### config.mk
export PLATFORM = sky130hd
export DESIGN_NAME = ocd_decode
export DESIGN_NICKNAME = d
export VERILOG_FILES = /design/src/ocd_pkg.sv /design/src/ocd_decode.sv /design/src/ocd_len_dec.sv
export SDC_FILE = /design/constraint.sdc
export NUM_CORES = 1
export LEC_CHECK = 0
export BUFFER_PORTS_ARGS = -buffer_cell sky130_fd_sc_hd__buf_2
export CAP_MARGIN = 5
export CELL_PAD_IN_SITES_DETAIL_PLACEMENT = 0
export CELL_PAD_IN_SITES_GLOBAL_PLACEMENT = 1
export CORE_UTILIZATION = 28
export DETAILED_ROUTE_END_ITERATION = 16
export GPL_TIMING_DRIVEN = 1
export HOLD_SLACK_MARGIN = 0.03
export PLACE_DENSITY = 0.55
export SKIP_CTS_REPAIR_TIMING = 1
export SYNTH_ARGS = -nofsm -noshare
export SYNTH_HDL_FRONTEND = slang
export SYNTH_SLANG_ARGS = --single-unit
### constraint.sdc
create_clock -name i_clk -period 3.5 [get_ports i_clk]
set_input_delay 0.7 -clock i_clk [delete_from_list [all_inputs] [get_ports i_clk]]
set_output_delay 0.7 -clock i_clk [all_outputs]
set_load 0.01 [all_outputs]
### src/ocd_pkg.sv
// Package: opcode classes, addressing constants and flag effects for decode
`default_nettype none
package ocd_pkg;
  localparam int OCD_W = 8;
  localparam logic [7:0] OCD_SFR_BASE = 8'h80;
  localparam logic [7:0] OCD_BITRAM_BASE = 8'h20;
  localparam logic [7:0] OCD_SFR_BIT_MASK = 8'hF8;
  localparam logic [1:0] OCD_LEN1 = 2'h1;
  localparam logic [1:0] OCD_LEN2 = 2'h2;
  localparam logic [1:0] OCD_LEN3 = 2'h3;
  localparam int OCD_PAGE_W = 11;
  // Flag effect codes for one flag
  typedef enum logic [1:0] {FX_KEEP, FX_CLR, FX_SET, FX_RES} ocd_fx_t;
  // Addressing mode of the principal operand
  typedef enum logic [2:0] {
    AM_NONE, AM_REG, AM_DIR, AM_IND, AM_IMM8, AM_IMM16, AM_BIT
  } ocd_am_t;
  // Control transfer class
  typedef enum logic [1:0] {BR_NONE, BR_LONG, BR_PAGE, BR_REL} ocd_br_t;
endpackage
`default_nettype wire

### src/ocd_decode.sv
// Pipelined opcode fetch and operand decode for a one-clock CPU core
// Notes on behaviour
// - One machine cycle per clock; no idle bus states between fetches.
// - Fetch of the next byte overlaps decode output of the previous.
// - Each instruction starts with one 8-bit opcode from program memory.
// - Opcode decides action class and how many operand bytes follow.
// - Instructions are one, two or three bytes; exactly that many consumed.
// - Arithmetic, multiply/divide, carry ops update flags as classified.
// - Register operand selects one of eight in the current bank.
// - Direct address below 80H is RAM, 80H and above is SFR.
// - Indirect address comes from register 0 or 1 of current bank.
// - Immediates come from instruction bytes, 8-bit or 16-bit.
// - Long call/jump carry a full 16-bit target.
// - Absolute call/jump stay in the 2K page of the next instruction.
// - Relative branches add signed offset to next instruction address.
// - Bit operand names one direct bit in RAM or SFR.
`default_nettype none
module ocd_decode
  import ocd_pkg::*;
#(
  parameter int PC_W = 16
)
(
  // Clock and reset
  input wire logic i_clk,
  input wire logic i_rst_n,
  // Program memory byte stream, one byte per clock when valid
  input wire logic i_code_valid,
  input wire logic [7:0] i_code_byte,
  // Current bank select
  input wire logic [1:0] i_bank,
  // Fetch address
  output logic [PC_W-1:0] o_pc,
  // Decoded instruction, one-cycle pulse on o_dec_valid
  output logic o_dec_valid,
  output logic [7:0] o_opcode,
  output logic [1:0] o_len,
  output ocd_am_t o_am,
  output logic [7:0] o_data_addr,
  output logic o_data_is_sfr,
  output logic [2:0] o_bit_pos,
  output logic [15:0] o_imm,
  output ocd_br_t o_br,
  output logic [PC_W-1:0] o_target,
  output ocd_fx_t o_cy_fx,
  output ocd_fx_t o_ov_fx,
  output ocd_fx_t o_ac_fx
);
  typedef enum {ST_OP, ST_B2, ST_B3} ocd_st_t;
  ocd_st_t st;
  logic [PC_W-1:0] pc;
  logic [7:0] op;
  logic [7:0] b2;
  logic [1:0] len_q;
  logic dec_v;
  logic [7:0] dec_op;
  logic [1:0] dec_len;
  ocd_am_t dec_am;
  logic [7:0] dec_addr;
  logic dec_sfr;
  logic [2:0] dec_bit;
  logic [15:0] dec_imm;
  ocd_br_t dec_br;
  logic [PC_W-1:0] dec_tgt;
  ocd_fx_t dec_cy;
  ocd_fx_t dec_ov;
  ocd_fx_t dec_ac;

  // Classification of the byte in flight or the held opcode
  wire [7:0] cls_op = (st == ST_OP) ? i_code_byte : op;
  wire [1:0] c_len;
  ocd_am_t c_am;
  ocd_br_t c_br;
  ocd_fx_t c_cy;
  ocd_fx_t c_ov;
  ocd_fx_t c_ac;
  wire c_rel3;

  ocd_len_dec u_cls
  (
    .i_op(cls_op),
    .o_len(c_len),
    .o_am(c_am),
    .o_br(c_br),
    .o_cy_fx(c_cy),
    .o_ov_fx(c_ov),
    .o_ac_fx(c_ac),
    .o_rel_third(c_rel3)
  );

  // Bank register index: bank times eight plus register number
  function automatic logic [7:0] reg_addr(input logic [1:0] bank,
                                          input logic [2:0] r);
    reg_addr = {3'h0, bank, r};
  endfunction

  // Bit address to byte address
  function automatic logic [7:0] bit_byte(input logic [7:0] b);
    if (b < OCD_SFR_BASE)
      bit_byte = OCD_BITRAM_BASE + {3'h0, b[7:3]};
    else
      bit_byte = b & OCD_SFR_BIT_MASK;
  endfunction

  // Instruction ends on this byte when its count reaches the length
  wire take = i_code_valid;
  wire last_op = (st == ST_OP) && (c_len == OCD_LEN1);
  wire last_b2 = (st == ST_B2) && (len_q == OCD_LEN2);
  wire last_b3 = (st == ST_B3);
  wire fin = take && (last_op || last_b2 || last_b3);
  wire [PC_W-1:0] pc_next_ins = pc + {{(PC_W-1){1'b0}}, 1'b1};
  wire [7:0] ofs = last_b3 ? i_code_byte : (last_b2 ? i_code_byte : 8'h00);
  wire [PC_W-1:0] rel_tgt = pc_next_ins + {{(PC_W-8){ofs[7]}}, ofs};
  wire [PC_W-1:0] pg_tgt = {pc_next_ins[PC_W-1:OCD_PAGE_W],
                            op[7:5], i_code_byte};
  wire [15:0] long_tgt = {b2, i_code_byte};
  wire [7:0] dir_byte = (st == ST_B3 && c_am == AM_DIR) ? b2 : i_code_byte;
  wire bit_first = (c_am == AM_BIT);

  // Next-field selection for the decoded instruction
  wire [7:0] next_addr =
    (c_am == AM_REG) ? reg_addr(i_bank, cls_op[2:0]) :
    (c_am == AM_IND) ? reg_addr(i_bank, {2'h0, cls_op[0]}) :
    (c_am == AM_BIT) ? bit_byte(st == ST_B3 ? b2 : i_code_byte) :
    (c_am == AM_DIR) ? dir_byte : 8'h00;
  wire next_sfr = (c_am == AM_DIR) && (next_addr >= OCD_SFR_BASE);
  wire next_bit_sfr = bit_first &&
    ((st == ST_B3 ? b2 : i_code_byte) >= OCD_SFR_BASE);
  wire [15:0] next_imm =
    (c_am == AM_IMM16) ? {b2, i_code_byte} :
    (c_am == AM_IMM8 && st == ST_B3) ? {8'h00, b2} :
    (c_am == AM_IMM8) ? {8'h00, i_code_byte} : 16'h0000;
  wire [PC_W-1:0] next_tgt =
    (c_br == BR_LONG) ? long_tgt[PC_W-1:0] :
    (c_br == BR_PAGE) ? pg_tgt :
    (c_br == BR_REL) ? rel_tgt : {PC_W{1'b0}};
  wire [2:0] next_bit = (st == ST_B3) ? b2[2:0] : i_code_byte[2:0];

  // Fetch sequencer: overlaps next fetch with emitting the last decode
  always_ff @(posedge i_clk or negedge i_rst_n)
  begin
    if (!i_rst_n)
      st <= ST_OP;
    else if (take)
      unique case (st)
        ST_OP: st <= (c_len == OCD_LEN1) ? ST_OP : ST_B2;
        ST_B2: st <= (len_q == OCD_LEN2) ? ST_OP : ST_B3;
        ST_B3: st <= ST_OP;
      endcase
  end

  // Program counter advances each accepted byte
  always_ff @(posedge i_clk or negedge i_rst_n)
  begin
    if (!i_rst_n)
      pc <= '0;
    else if (take)
      pc <= pc_next_ins;
  end

  // Held opcode and second byte
  always_ff @(posedge i_clk or negedge i_rst_n)
  begin
    if (!i_rst_n)
    begin
      op <= 8'h00;
      b2 <= 8'h00;
      len_q <= OCD_LEN1;
    end
    else if (take && st == ST_OP)
    begin
      op <= i_code_byte;
      len_q <= c_len;
    end
    else if (take && st == ST_B2)
      b2 <= i_code_byte;
  end

  // Decode result registers; the pulse lands while next opcode is fetched
  always_ff @(posedge i_clk or negedge i_rst_n)
  begin
    if (!i_rst_n)
    begin
      dec_v <= 1'b0;
      dec_op <= 8'h00;
      dec_len <= OCD_LEN1;
      dec_am <= AM_NONE;
      dec_addr <= 8'h00;
      dec_sfr <= 1'b0;
      dec_bit <= 3'h0;
      dec_imm <= 16'h0000;
      dec_br <= BR_NONE;
      dec_tgt <= '0;
      dec_cy <= FX_KEEP;
      dec_ov <= FX_KEEP;
      dec_ac <= FX_KEEP;
    end
    else
    begin
      dec_v <= fin;
      if (fin)
      begin
        dec_op <= cls_op;
        dec_len <= (st == ST_OP) ? c_len : len_q;
        dec_am <= c_am;
        dec_addr <= next_addr;
        dec_sfr <= next_sfr || next_bit_sfr;
        dec_bit <= next_bit;
        dec_imm <= next_imm;
        dec_br <= c_br;
        dec_tgt <= next_tgt;
        dec_cy <= c_cy;
        dec_ov <= c_ov;
        dec_ac <= c_ac;
      end
    end
  end

  assign o_pc = pc;
  assign o_dec_valid = dec_v;
  assign o_opcode = dec_op;
  assign o_len = dec_len;
  assign o_am = dec_am;
  assign o_data_addr = dec_addr;
  assign o_data_is_sfr = dec_sfr;
  assign o_bit_pos = dec_bit;
  assign o_imm = dec_imm;
  assign o_br = dec_br;
  assign o_target = dec_tgt;
  assign o_cy_fx = dec_cy;
  assign o_ov_fx = dec_ov;
  assign o_ac_fx = dec_ac;
endmodule
`default_nettype wire

### src/ocd_len_dec.sv
// Combinational opcode classifier: length, addressing mode, flag effects
`default_nettype none
module ocd_len_dec
  import ocd_pkg::*;
(
  // Opcode in
  input wire logic [7:0] i_op,
  // Decoded class
  output logic [1:0] o_len,
  output ocd_am_t o_am,
  output ocd_br_t o_br,
  output ocd_fx_t o_cy_fx,
  output ocd_fx_t o_ov_fx,
  output ocd_fx_t o_ac_fx,
  output logic o_rel_third
);
  wire [3:0] lo = i_op[3:0];
  wire [3:0] hi = i_op[7:4];
  wire is_rn = i_op[3];
  wire is_ri = (lo == 4'h6) || (lo == 4'h7);
  wire is_pg = (lo == 4'h1);

  // Length and operand class from the opcode byte alone
  always_comb
  begin
    o_len = OCD_LEN1;
    o_am = AM_NONE;
    o_br = BR_NONE;
    o_rel_third = 1'b0;
    if (is_pg)
    begin
      o_len = OCD_LEN2;
      o_br = BR_PAGE;
    end
    else if (i_op == 8'h02 || i_op == 8'h12)
    begin
      o_len = OCD_LEN3;
      o_br = BR_LONG;
    end
    else if (i_op == 8'h90)
    begin
      o_len = OCD_LEN3;
      o_am = AM_IMM16;
    end
    else if (i_op == 8'h80 || i_op == 8'h40 || i_op == 8'h50 ||
             i_op == 8'h60 || i_op == 8'h70)
    begin
      o_len = OCD_LEN2;
      o_br = BR_REL;
    end
    else if (i_op == 8'h10 || i_op == 8'h20 || i_op == 8'h30 ||
             i_op == 8'hD5 || (hi == 4'hB && (lo >= 4'h4)))
    begin
      o_len = OCD_LEN3;
      o_br = BR_REL;
      o_rel_third = 1'b1;
      o_am = (hi == 4'hD || i_op == 8'hB5) ? AM_DIR :
             ((hi == 4'hB) ? AM_IMM8 : AM_BIT);
    end
    else if (hi == 4'hD && is_rn)
    begin
      o_len = OCD_LEN2;
      o_br = BR_REL;
      o_am = AM_REG;
    end
    else if (i_op == 8'h75 || i_op == 8'h85 || i_op == 8'h43 ||
             i_op == 8'h53 || i_op == 8'h63)
    begin
      o_len = OCD_LEN3;
      o_am = AM_DIR;
    end
    else if (i_op == 8'h72 || i_op == 8'h82 || i_op == 8'h92 ||
             i_op == 8'hA0 || i_op == 8'hA2 || i_op == 8'hB0 ||
             i_op == 8'hB2 || i_op == 8'hC2 || i_op == 8'hD2)
    begin
      o_len = OCD_LEN2;
      o_am = AM_BIT;
    end
    else if ((lo == 4'h4 && (hi >= 4'h2) && (hi <= 4'h9) && hi != 4'h8) ||
             (hi == 4'h7 && (is_rn || is_ri)))
    begin
      o_len = OCD_LEN2;
      o_am = AM_IMM8;
    end
    else if (lo == 4'h5 || lo == 4'h2 || lo == 4'h3 ||
             ((hi == 4'h8 || hi == 4'hA) && (is_rn || is_ri)) ||
             i_op == 8'hC0 || i_op == 8'hD0)
    begin
      o_len = ((lo == 4'h2 || lo == 4'h3) && (hi < 4'h4 || hi > 4'h6))
              ? OCD_LEN1 : OCD_LEN2;
      o_am = (o_len == OCD_LEN2) ? AM_DIR : AM_NONE;
    end
    else if (is_rn)
      o_am = AM_REG;
    else if (is_ri)
      o_am = AM_IND;
  end

  // Flag effects per class
  always_comb
  begin
    o_cy_fx = FX_KEEP;
    o_ov_fx = FX_KEEP;
    o_ac_fx = FX_KEEP;
    if ((hi == 4'h2 || hi == 4'h3 || hi == 4'h9) && (lo >= 4'h4))
    begin
      o_cy_fx = FX_RES;
      o_ov_fx = FX_RES;
      o_ac_fx = FX_RES;
    end
    else if (i_op == 8'hA4 || i_op == 8'h84)
    begin
      o_cy_fx = FX_CLR;
      o_ov_fx = FX_RES;
    end
    else if (i_op == 8'hD3)
      o_cy_fx = FX_SET;
    else if (i_op == 8'hC3)
      o_cy_fx = FX_CLR;
    else if (i_op == 8'hD4 || i_op == 8'h13 || i_op == 8'h33 ||
             i_op == 8'hB3 || i_op == 8'h82 || i_op == 8'hB0 ||
             i_op == 8'h72 || i_op == 8'hA0 || i_op == 8'hA2 ||
             (hi == 4'hB && lo >= 4'h4))
      o_cy_fx = FX_RES;
  end
endmodule
`default_nettype wire

==> flow_metrics.tcl, run 1 <==
set metrics [dict create \
    n_antenna_cell 0 \
    synth.distinct_cells 79 \
    layout-drive-gt1-share_pct 31.7 \
    finalPower_mw 7.86 \
    synthCells 665 \
    dieArea_um2 22800 \
    crit_buf_inv 2 \
    globalplace.congestion 0.874 \
    io_buffers 94 \
    worstReg2RegStart "st[0]$_DFFE_PN0P_" \
    htreeDepth 3 \
    wirelength_um 21700 \
    yosysWarningCount 0 \
    synth_top_cell_by_area "dfrtp_1" \
    design_area_um2 8000 \
    critPathTopFamily "compound AO/OA/AOI/OAI gates" \
    slew_violations 0 \
    clockBufferDepth 2 \
    initial_utilization_pct 28.5 \
    slowest_delay_ns 0.38 \
    grt_max_degree 67 \
    syn_nets 698 \
    netlist.area_leader.share_pct 39.4 \
    hp-class "primary input to async pin" \
    num_vias 5673 \
    grt_pass1_vias 5655 \
    timing_hold_violations_final 0 \
    ys_top_cells_by_count "dfrtp_1, nand2_1, nor2_1" \
    antenna_found_initial 0 \
    p_leak_nw 3.73 \
    die_w_um 151 \
    fmax_mhz 295 \
    synthesis.area_um2 6230 \
    period_minus_slack_ns 3.39 \
    pre_cts_ws_ns -0.0176 \
    drc 0 \
    rows 54 \
    synth_area_per_cell_um2 9.36 \
    instances_no_fill 1096 \
    reg2reg_depth 15 \
    path_max_fanout 9 \
    placed_area_um2 7510 \
    worstPathRequired_ns 3.78 \
    finalCritPeriodShare_pct 96.9 \
    status "finished clean" \
    routed_via_density 5.18 \
    synth_edf_count 0 \
    nFillCells 2272 \
    setup-tns-final_ns 0 \
    root_buffer "clkbuf_16" \
    cts_made_buffers 9 \
    core_um2 21800 \
    final_util_pct 36.7 \
    path_class "flip-flop to flip-flop" \
    insertion_delay_ns 0.36 \
    fin_hold_ws_ns 0.316 \
    postRouteAntennaNets 0 \
    cts.sinks 100 \
    path_clk_slew_ns 0.07 \
    synthToLayoutAreaGrowth_pct 28.5 \
    place_inst 1080 \
    rr_endpoint "o_target[14]$_DFFE_PN0P_" \
    cts_tree "done" \
    tightest_slew_ns 0.828 \
    yosys-top-cells-area "dfrtp_1, nand2_1, mux2_2" \
    ys_seq_area_share_pct 40.2 \
    power_density_nw_per_um2 982 \
    worstPathArrival_ns 3.68 \
    ys_ff_latch 100 \
    drv_cap 0 \
    avgRoutedWirePerCell_um 19.8 \
    drt_iter0_drc 332 \
    grt_use_total_pct 19.5 \
    critPathSlowestCell "mux2_2" \
    worst-path-stages 15 \
    cp-start-kind "flip-flop" \
    async_reset_ff_share_pct 100 \
    yosysMostFrequentCell "dfrtp_1" \
    ys.flop_type "dfrtp_1" \
    setup_viol 0 \
    pin_count 95 \
    worst_setup_path_end_kind "flip-flop" \
    place_hpwl_um 16700 \
    slew-limit-headroom_pct 44.2 \
    die_y_um 151 \
    gr-total-overflow 0 \
    grt_pass1_wl_um 33200 \
    path_cells "inv_1 > ha_1 > a21o_4 > and2_1 > ha_1 > inv_1 > fa_1 > nand2b_4 > a21oi_1 > o211ai_1 > a21oi_2 > o21a_1 > o41ai_2 > mux2_2 > a31oi_1" \
    ir_drop_v 0.000328 \
    first_pass_iters 4 \
    fin_nets 845 \
    fin_ws_ns 0.107 \
    reg2reg_setup_slack_ns 0.11 \
    clock_skew_ns 0.00961 \
]
==> cell usage in the layout, fill, tap and decap left out, types with 7 or more instances in the layout <==
cell type,Yosys,final
a21oi_1,34,31
and2_1,13,13
nand3b_1,8,8
buf_4,4,79
ha_1,19,17
xor2_1,15,15
a31oi_1,13,13
inv_1,12,12
nor2_1,61,59
clkbuf_16,0,10
xnor2_1,24,24
dfrtp_1,98,98
and3_1,7,7
nand3_1,20,20
buf_2,9,93
mux2i_1,15,13
a2bb2oi_1,11,11
nor3_1,14,13
mux2_2,24,24
o21ai_0,26,26
o211ai_1,10,10
nand2_1,75,75
==> sequential cells by signal, summed over array words and instances (netlist names), 3 cells and up <==
signal       count
o_opcode         8
o_imm           16
op               8
o_pc            16
o_bit_pos        3
o_target        16
o_am             3
o_data_addr      8
b2               8
==> worst register-to-register path, cell delays in order (launching register included) <==
cell and delay, ns:
dfrtp_1 0.36, inv_1 0.08, ha_1 0.25, a21o_4 0.24
and2_1 0.17, ha_1 0.19, inv_1 0.06, fa_1 0.19
nand2b_4 0.14, a21oi_1 0.09, o211ai_1 0.30, a21oi_2 0.11
o21a_1 0.24, o41ai_2 0.36, mux2_2 0.38, a31oi_1 0.15
==> cell families (layout without fill, tap and decap cells) <==
logic type      after synthesis  in the layout  synth area share (%)
compound gates              170            170                  19.6
xor+xnor                     39             39                  5.49
fa+ha+maj                    20             20                  4.14
buf+inv                      55            206                  4.36
flops                       100            100                  40.2
mux                          39             39                  6.75
simple gates                242            242                  19.4
==> worst max-delay path by stage <==
stage	endpoint	slack, ns	startpoint
2_1_floorplan	o_target[14]$_DFFE_PN0P_	0.17	st[0]$_DFFE_PN0P_
3_3_place_gp	o_data_addr[2]$_DFFE_PN0P_	-0.04	st[0]$_DFFE_PN0P_
3_5_place_dp	o_cy_fx[0]$_DFFE_PN0P_	-0.02	st[1]$_DFFE_PN0P_
4_1_cts	o_cy_fx[0]$_DFFE_PN0P_	-0.05	st[0]$_DFFE_PN0P_
5_1_grt	o_target[14]$_DFFE_PN0P_	-0.03	st[0]$_DFFE_PN0P_
6_report	o_target[14]$_DFFE_PN0P_	0.11	st[0]$_DFFE_PN0P_
==> layer usage <==
metal  vias up  global-route usage, %  share of wire, %  wire [um]
li1       2737                      -                 -          -
met1      2786                   25.7                47      10100
met2       122                   32.1                47      10300
met3        28                   3.61               3.7        802
met4         0                   6.20               2.3        503
met5         -                      0                 0          0
==> final cells by class <==
class / count / area (um^2) / share of cell area [%]
Multi-Input combinational cell: 510 / 3600 / 45.0
Tap cell: 280 / 350 / 4.38
Clock buffer: 10 / 239 / 2.99
Timing Repair Buffer: 178 / 1180 / 14.8
Clock inverter: 5 / 67.6 / 0.844
Sequential cell: 100 / 2500 / 31.3
Inverter: 13 / 53.8 / 0.672
==> report_power, final <==
group	internal, mW	leakage [nW]	switching [mW]
logic	2.11	2.34	2.62
registers	1.65	1.25	0.423
clock network	0.581	0.151	0.479
(Power assumes the default switching activity.)
==> run 2, diff against run 1 <==
Settings changed: GPL_TIMING_DRIVEN 1 to 0.
==> flow_metrics.tcl, run 2 (synthesis gave the netlist of run 1 again) <==
set metrics [dict create \
    status "finished clean" \
    drc 0 \
    layout-drive-gt1-share_pct 31.8 \
    first_pass_iters 4 \
    avgRoutedWirePerCell_um 20.7 \
    insertion_delay_ns 0.36 \
    num_vias 5732 \
    fin_nets 828 \
    drv_cap 0 \
    grt_pass1_wl_um 32800 \
    antenna_found_initial 0 \
    rows 54 \
    critPathSlowestCell "clkbuf_1" \
    path_class "primary input to flip-flop" \
    clock_skew_ns 0.0105 \
    routed_via_density 5.31 \
    cts.sinks 100 \
    hp-class "primary input to async pin" \
    synthToLayoutAreaGrowth_pct 29.4 \
    die_y_um 151 \
    grt_max_degree 70 \
    worst_setup_path_end_kind "flip-flop" \
    grt_pass1_vias 5465 \
    rsz0062_at_grt "true" \
    p_leak_nw 3.68 \
    path_clk_slew_ns 0.08 \
    design_area_um2 8060 \
    tightest_slew_ns 0.717 \
    cts_made_buffers 9 \
    wirelength_um 22400 \
    placed_area_um2 7070 \
    worstPathRequired_ns 3.73 \
    slowest_delay_ns 0.50 \
    cp_common_cell "buf_4" \
    path_cells "clkbuf_1 > mux2_2 > a21oi_2 > a32o_1 > a2111o_1 > nor4_4 > buf_4 > a22oi_4 > buf_4 > nor3_1 > a31oi_1" \
    die_w_um 151 \
    path_max_fanout 9 \
    cts_tree "done" \
    slew_violations 0 \
    drt_iter0_drc 354 \
    period_minus_slack_ns 3.49 \
    initial_utilization_pct 28.5 \
    instances_no_fill 1080 \
    crit_buf_inv 3 \
    htreeDepth 3 \
    worstPathArrival_ns 3.72 \
    gr-total-overflow 0 \
    globalplace.congestion 0.874 \
    fmax_mhz 287 \
    clockBufferDepth 2 \
    layout_commonest_cell "dfrtp_1" \
    io_buffers 92 \
    ir_drop_v 0.000266 \
    grt_use_total_pct 19.5 \
    core_um2 21800 \
    slew-limit-headroom_pct 51.9 \
    pin_count 95 \
    finalCritPeriodShare_pct 99.6 \
    dieArea_um2 22800 \
    final_cell_mix "dfrtp_1, buf_2, nand2_1, nor2_1, a21oi_1" \
    n_antenna_cell 0 \
    place_inst 1038 \
    critPathTopFamily "compound AO/OA/AOI/OAI gates" \
    place_hpwl_um 16200 \
    cp-start-kind "primary input" \
    postRouteAntennaNets 0 \
    root_buffer "clkbuf_16" \
    timing_hold_violations_final 0 \
    setup_viol 0 \
    power_density_nw_per_um2 1020 \
]
## run 2: path summary, 6_finish.rpt
kind,from,end,slack (ns),cells after the start
max,i_code_byte[1],o_cy_fx[0]$_DFFE_PN0P_,0.01,11
min,i_rst_n,o_pc[3]$_DFFE_PN0P_,0.28,1
max reg2reg,st[0]$_DFFE_PN0P_,o_cy_fx[0]$_DFFE_PN0P_,0.06,13
min reg2reg,o_imm[10]$_DFFE_PN0P_,o_imm[10]$_DFFE_PN0P_,0.47,2
max in group asynchronous,i_rst_n,o_opcode[3]$_DFFE_PN0P_,2.50,2
min in group i_clk,o_imm[10]$_DFFE_PN0P_,o_imm[10]$_DFFE_PN0P_,0.47,2
## run 2: final cells by class
cell class                      instances  area [um^2]
Timing Repair Buffer                  120          729
Fill cell                            2213        13800
Multi-Input combinational cell        510         3780
Tap cell                              280          350
Buffer                                 40          320
Clock buffer                           10          239
Inverter                               13         53.8
Clock inverter                          6         65.1
Timing Repair inverter                  1         6.26
Sequential cell                       100         2510
## run 2: worst reg2reg max path, stage by stage (launching register included)
cell and delay (ns):
dfrtp_1 0.39, inv_2 0.12, ha_4 0.17, buf_12 0.14, buf_12 0.15, mux2_2 0.38
a32o_1 0.31, a2111o_1 0.47, nor4_4 0.28, buf_4 0.18, a22oi_4 0.13, buf_4 0.18
nor3_1 0.30, a31oi_1 0.12
## run 2: per-stage QoR
stage	setup WS, ns	util, %	hold slack, ns	TNS [ns]	power (mW)
6_report	0.0127	36.9	0.284	0	8.19
5_1_grt	-0.0451	36.9	0.308	-0.533	8.74
4_1_cts	-0.889	33.8	0.299	-41.09	7.35
3_5_place_dp	-1.09	32.4	0.455	-63.02	6.28
3_3_place_gp	-1.11	32.2	0.451	-62.16	6.25
2_1_floorplan	0.167	-	0.404	0	4.78
## run 2: report_power, final
group,switching [mW],internal [mW]
Sequential,0.454,1.66
Clock,0.507,0.525
Combinational,2.83,2.21
Total,3.79,4.39
## run 2: metal layers
layer  wire length [um]  vias up  GRT usage [%]
li1                   -     2712              -
met1              10200     2829           25.8
met2              10800      166           31.6
met3                929       25           3.77
met4                459        0           6.55
met5                  0        -              0
==> run 3, diff against run 2 <==
Settings changed: CAP_MARGIN 5 to not set, CELL_PAD_IN_SITES_DETAIL_PLACEMENT 0 to 1.
==> flow_metrics.tcl, run 3 (synthesis gave the netlist of run 1 again) <==
set metrics [dict create \
    slew-limit-headroom_pct 43.6 \
    place_hpwl_um 17400 \
    core_um2 21800 \
    final_util_pct 38.6 \
    wirelength_um 24200 \
    nFillCells 2512 \
    htreeDepth 3 \
    initial_utilization_pct 28.5 \
    reg2reg_depth 14 \
    cts_made_buffers 9 \
    cts_tree "done" \
    p_leak_nw 3.81 \
    io_buffers 92 \
    gr-total-overflow 0 \
    synthToLayoutAreaGrowth_pct 35.4 \
    cp-start-kind "flip-flop" \
    root_buffer "clkbuf_16" \
    worstSetupEndpoint "o_cy_fx[0]$_DFFE_PN0P_" \
    place_inst 1038 \
    avgRoutedWirePerCell_um 22.0 \
    routed_via_density 5.42 \
    rows 54 \
    grt_use_total_pct 20.7 \
    ir_drop_v 0.000345 \
    drv_cap 0 \
    layout_commonest_cell "dfrtp_1" \
    grt_max_degree 70 \
    die_w_um 151 \
    die_y_um 151 \
    drt_iter0_drc 308 \
    path_clk_slew_ns 0.08 \
    fmax_mhz 288 \
    n_antenna_cell 0 \
    fin_hold_ws_ns 0.277 \
    layout-drive-gt1-share_pct 36.5 \
    tightest_slew_ns 0.846 \
    status "finished clean" \
    rsz0062_at_grt "true" \
    final_cell_mix "dfrtp_1, buf_2, nand2_1, buf_4, nor2_1" \
    path_max_fanout 8 \
    path_class "flip-flop to flip-flop" \
    insertion_delay_ns 0.37 \
    cts.sinks 100 \
    globalplace.congestion 0.874 \
    period_minus_slack_ns 3.48 \
    hp-class "primary input to async pin" \
    clock_skew_ns 0.0133 \
    drc 0 \
    slew_violations 0 \
    postRouteAntennaNets 0 \
    fin_nets 852 \
    fin_ws_ns 0.0247 \
    pin_count 95 \
    antenna_found_initial 0 \
    setup_viol 0 \
    rr_endpoint "o_cy_fx[0]$_DFFE_PN0P_" \
    timing_hold_violations_final 0 \
    worstPathRequired_ns 3.73 \
    grt_pass1_vias 5781 \
    instances_no_fill 1104 \
    first_pass_iters 4 \
    worstPathArrival_ns 3.71 \
    pre_cts_ws_ns -1.10 \
    dieArea_um2 22800 \
    power_density_nw_per_um2 1060 \
    num_vias 5980 \
    finalCritPeriodShare_pct 99.3 \
    clockBufferDepth 2 \
    worst_setup_path_end_kind "flip-flop" \
    worstReg2RegStart "st[1]$_DFFE_PN0P_" \
    reg2reg_setup_slack_ns 0.02 \
    setup-tns-final_ns 0 \
    crit_start "st[1]$_DFFE_PN0P_" \
    grt_pass1_wl_um 35200 \
]
-- run 3: critical path, stage by stage (launching register included) --
cell      delay, ns
dfrtp_1        0.42
inv_2          0.11
ha_4           0.17
buf_12         0.12
buf_12         0.12
buf_12         0.12
mux2_2         0.38
a21o_1         0.22
a2111o_1       0.53
nor4_4         0.29
buf_4          0.18
a22oi_4        0.13
buf_4          0.19
nor3_2         0.26
a31oi_1        0.11
-- run 3: per-layer routing --
| layer | share of wire (%) | GRT usage (%) |
|---|---|---|
| met1 | 46 | 28.1 |
| met2 | 48 | 34.2 |
| met3 | 3.5 | 1.93 |
| met4 | 2.1 | 7.20 |
| met5 | 0 | 0 |
-- run 3: final cells by class --
cell class,count,area (um^2),share of cell area [%]
multi-input combinational,510,3910,46.3
sequential,100,2510,29.7
timing repair buffer,144,958,11.4
tap,280,350,4.16
buffer,40,327,3.87
clock buffer,9,225,2.67
clock inverter,7,96.3,1.14
inverter,13,53.8,0.638
timing repair inverter,1,6.26,0.0742
-- run 3: how the worst min path moves through the flow --
stage | start | endpoint | cells past startpoint
2_1_floorplan | i_rst_n | b2[0]$_DFFE_PN0P_ | 0
3_3_place_gp | o_imm[8]$_DFFE_PN0P_ | o_imm[8]$_DFFE_PN0P_ | 2
3_5_place_dp | o_imm[8]$_DFFE_PN0P_ | o_imm[8]$_DFFE_PN0P_ | 2
4_1_cts | i_rst_n | o_pc[3]$_DFFE_PN0P_ | 1
5_1_grt | i_rst_n | o_pc[3]$_DFFE_PN0P_ | 1
6_report | i_rst_n | o_pc[3]$_DFFE_PN0P_ | 1
-- run 3: power breakdown --
part / total [mW] / leakage, nW / switching (mW) / internal, mW
Combinational: 5.70 / 2.42 / 3.10 / 2.60
Clock: 1.10 / 0.156 / 0.577 / 0.525
Sequential: 2.15 / 1.24 / 0.496 / 1.66
-- run 3: metrics by stage --
step           total power [mW]  instance area, um^2
2_1_floorplan              4.78                 6230
3_3_place_gp               6.25                 7040
3_5_place_dp               6.36                 7070
4_1_cts                    7.49                 7390
5_1_grt                    9.50                 8430
6_report                   8.95                 8430
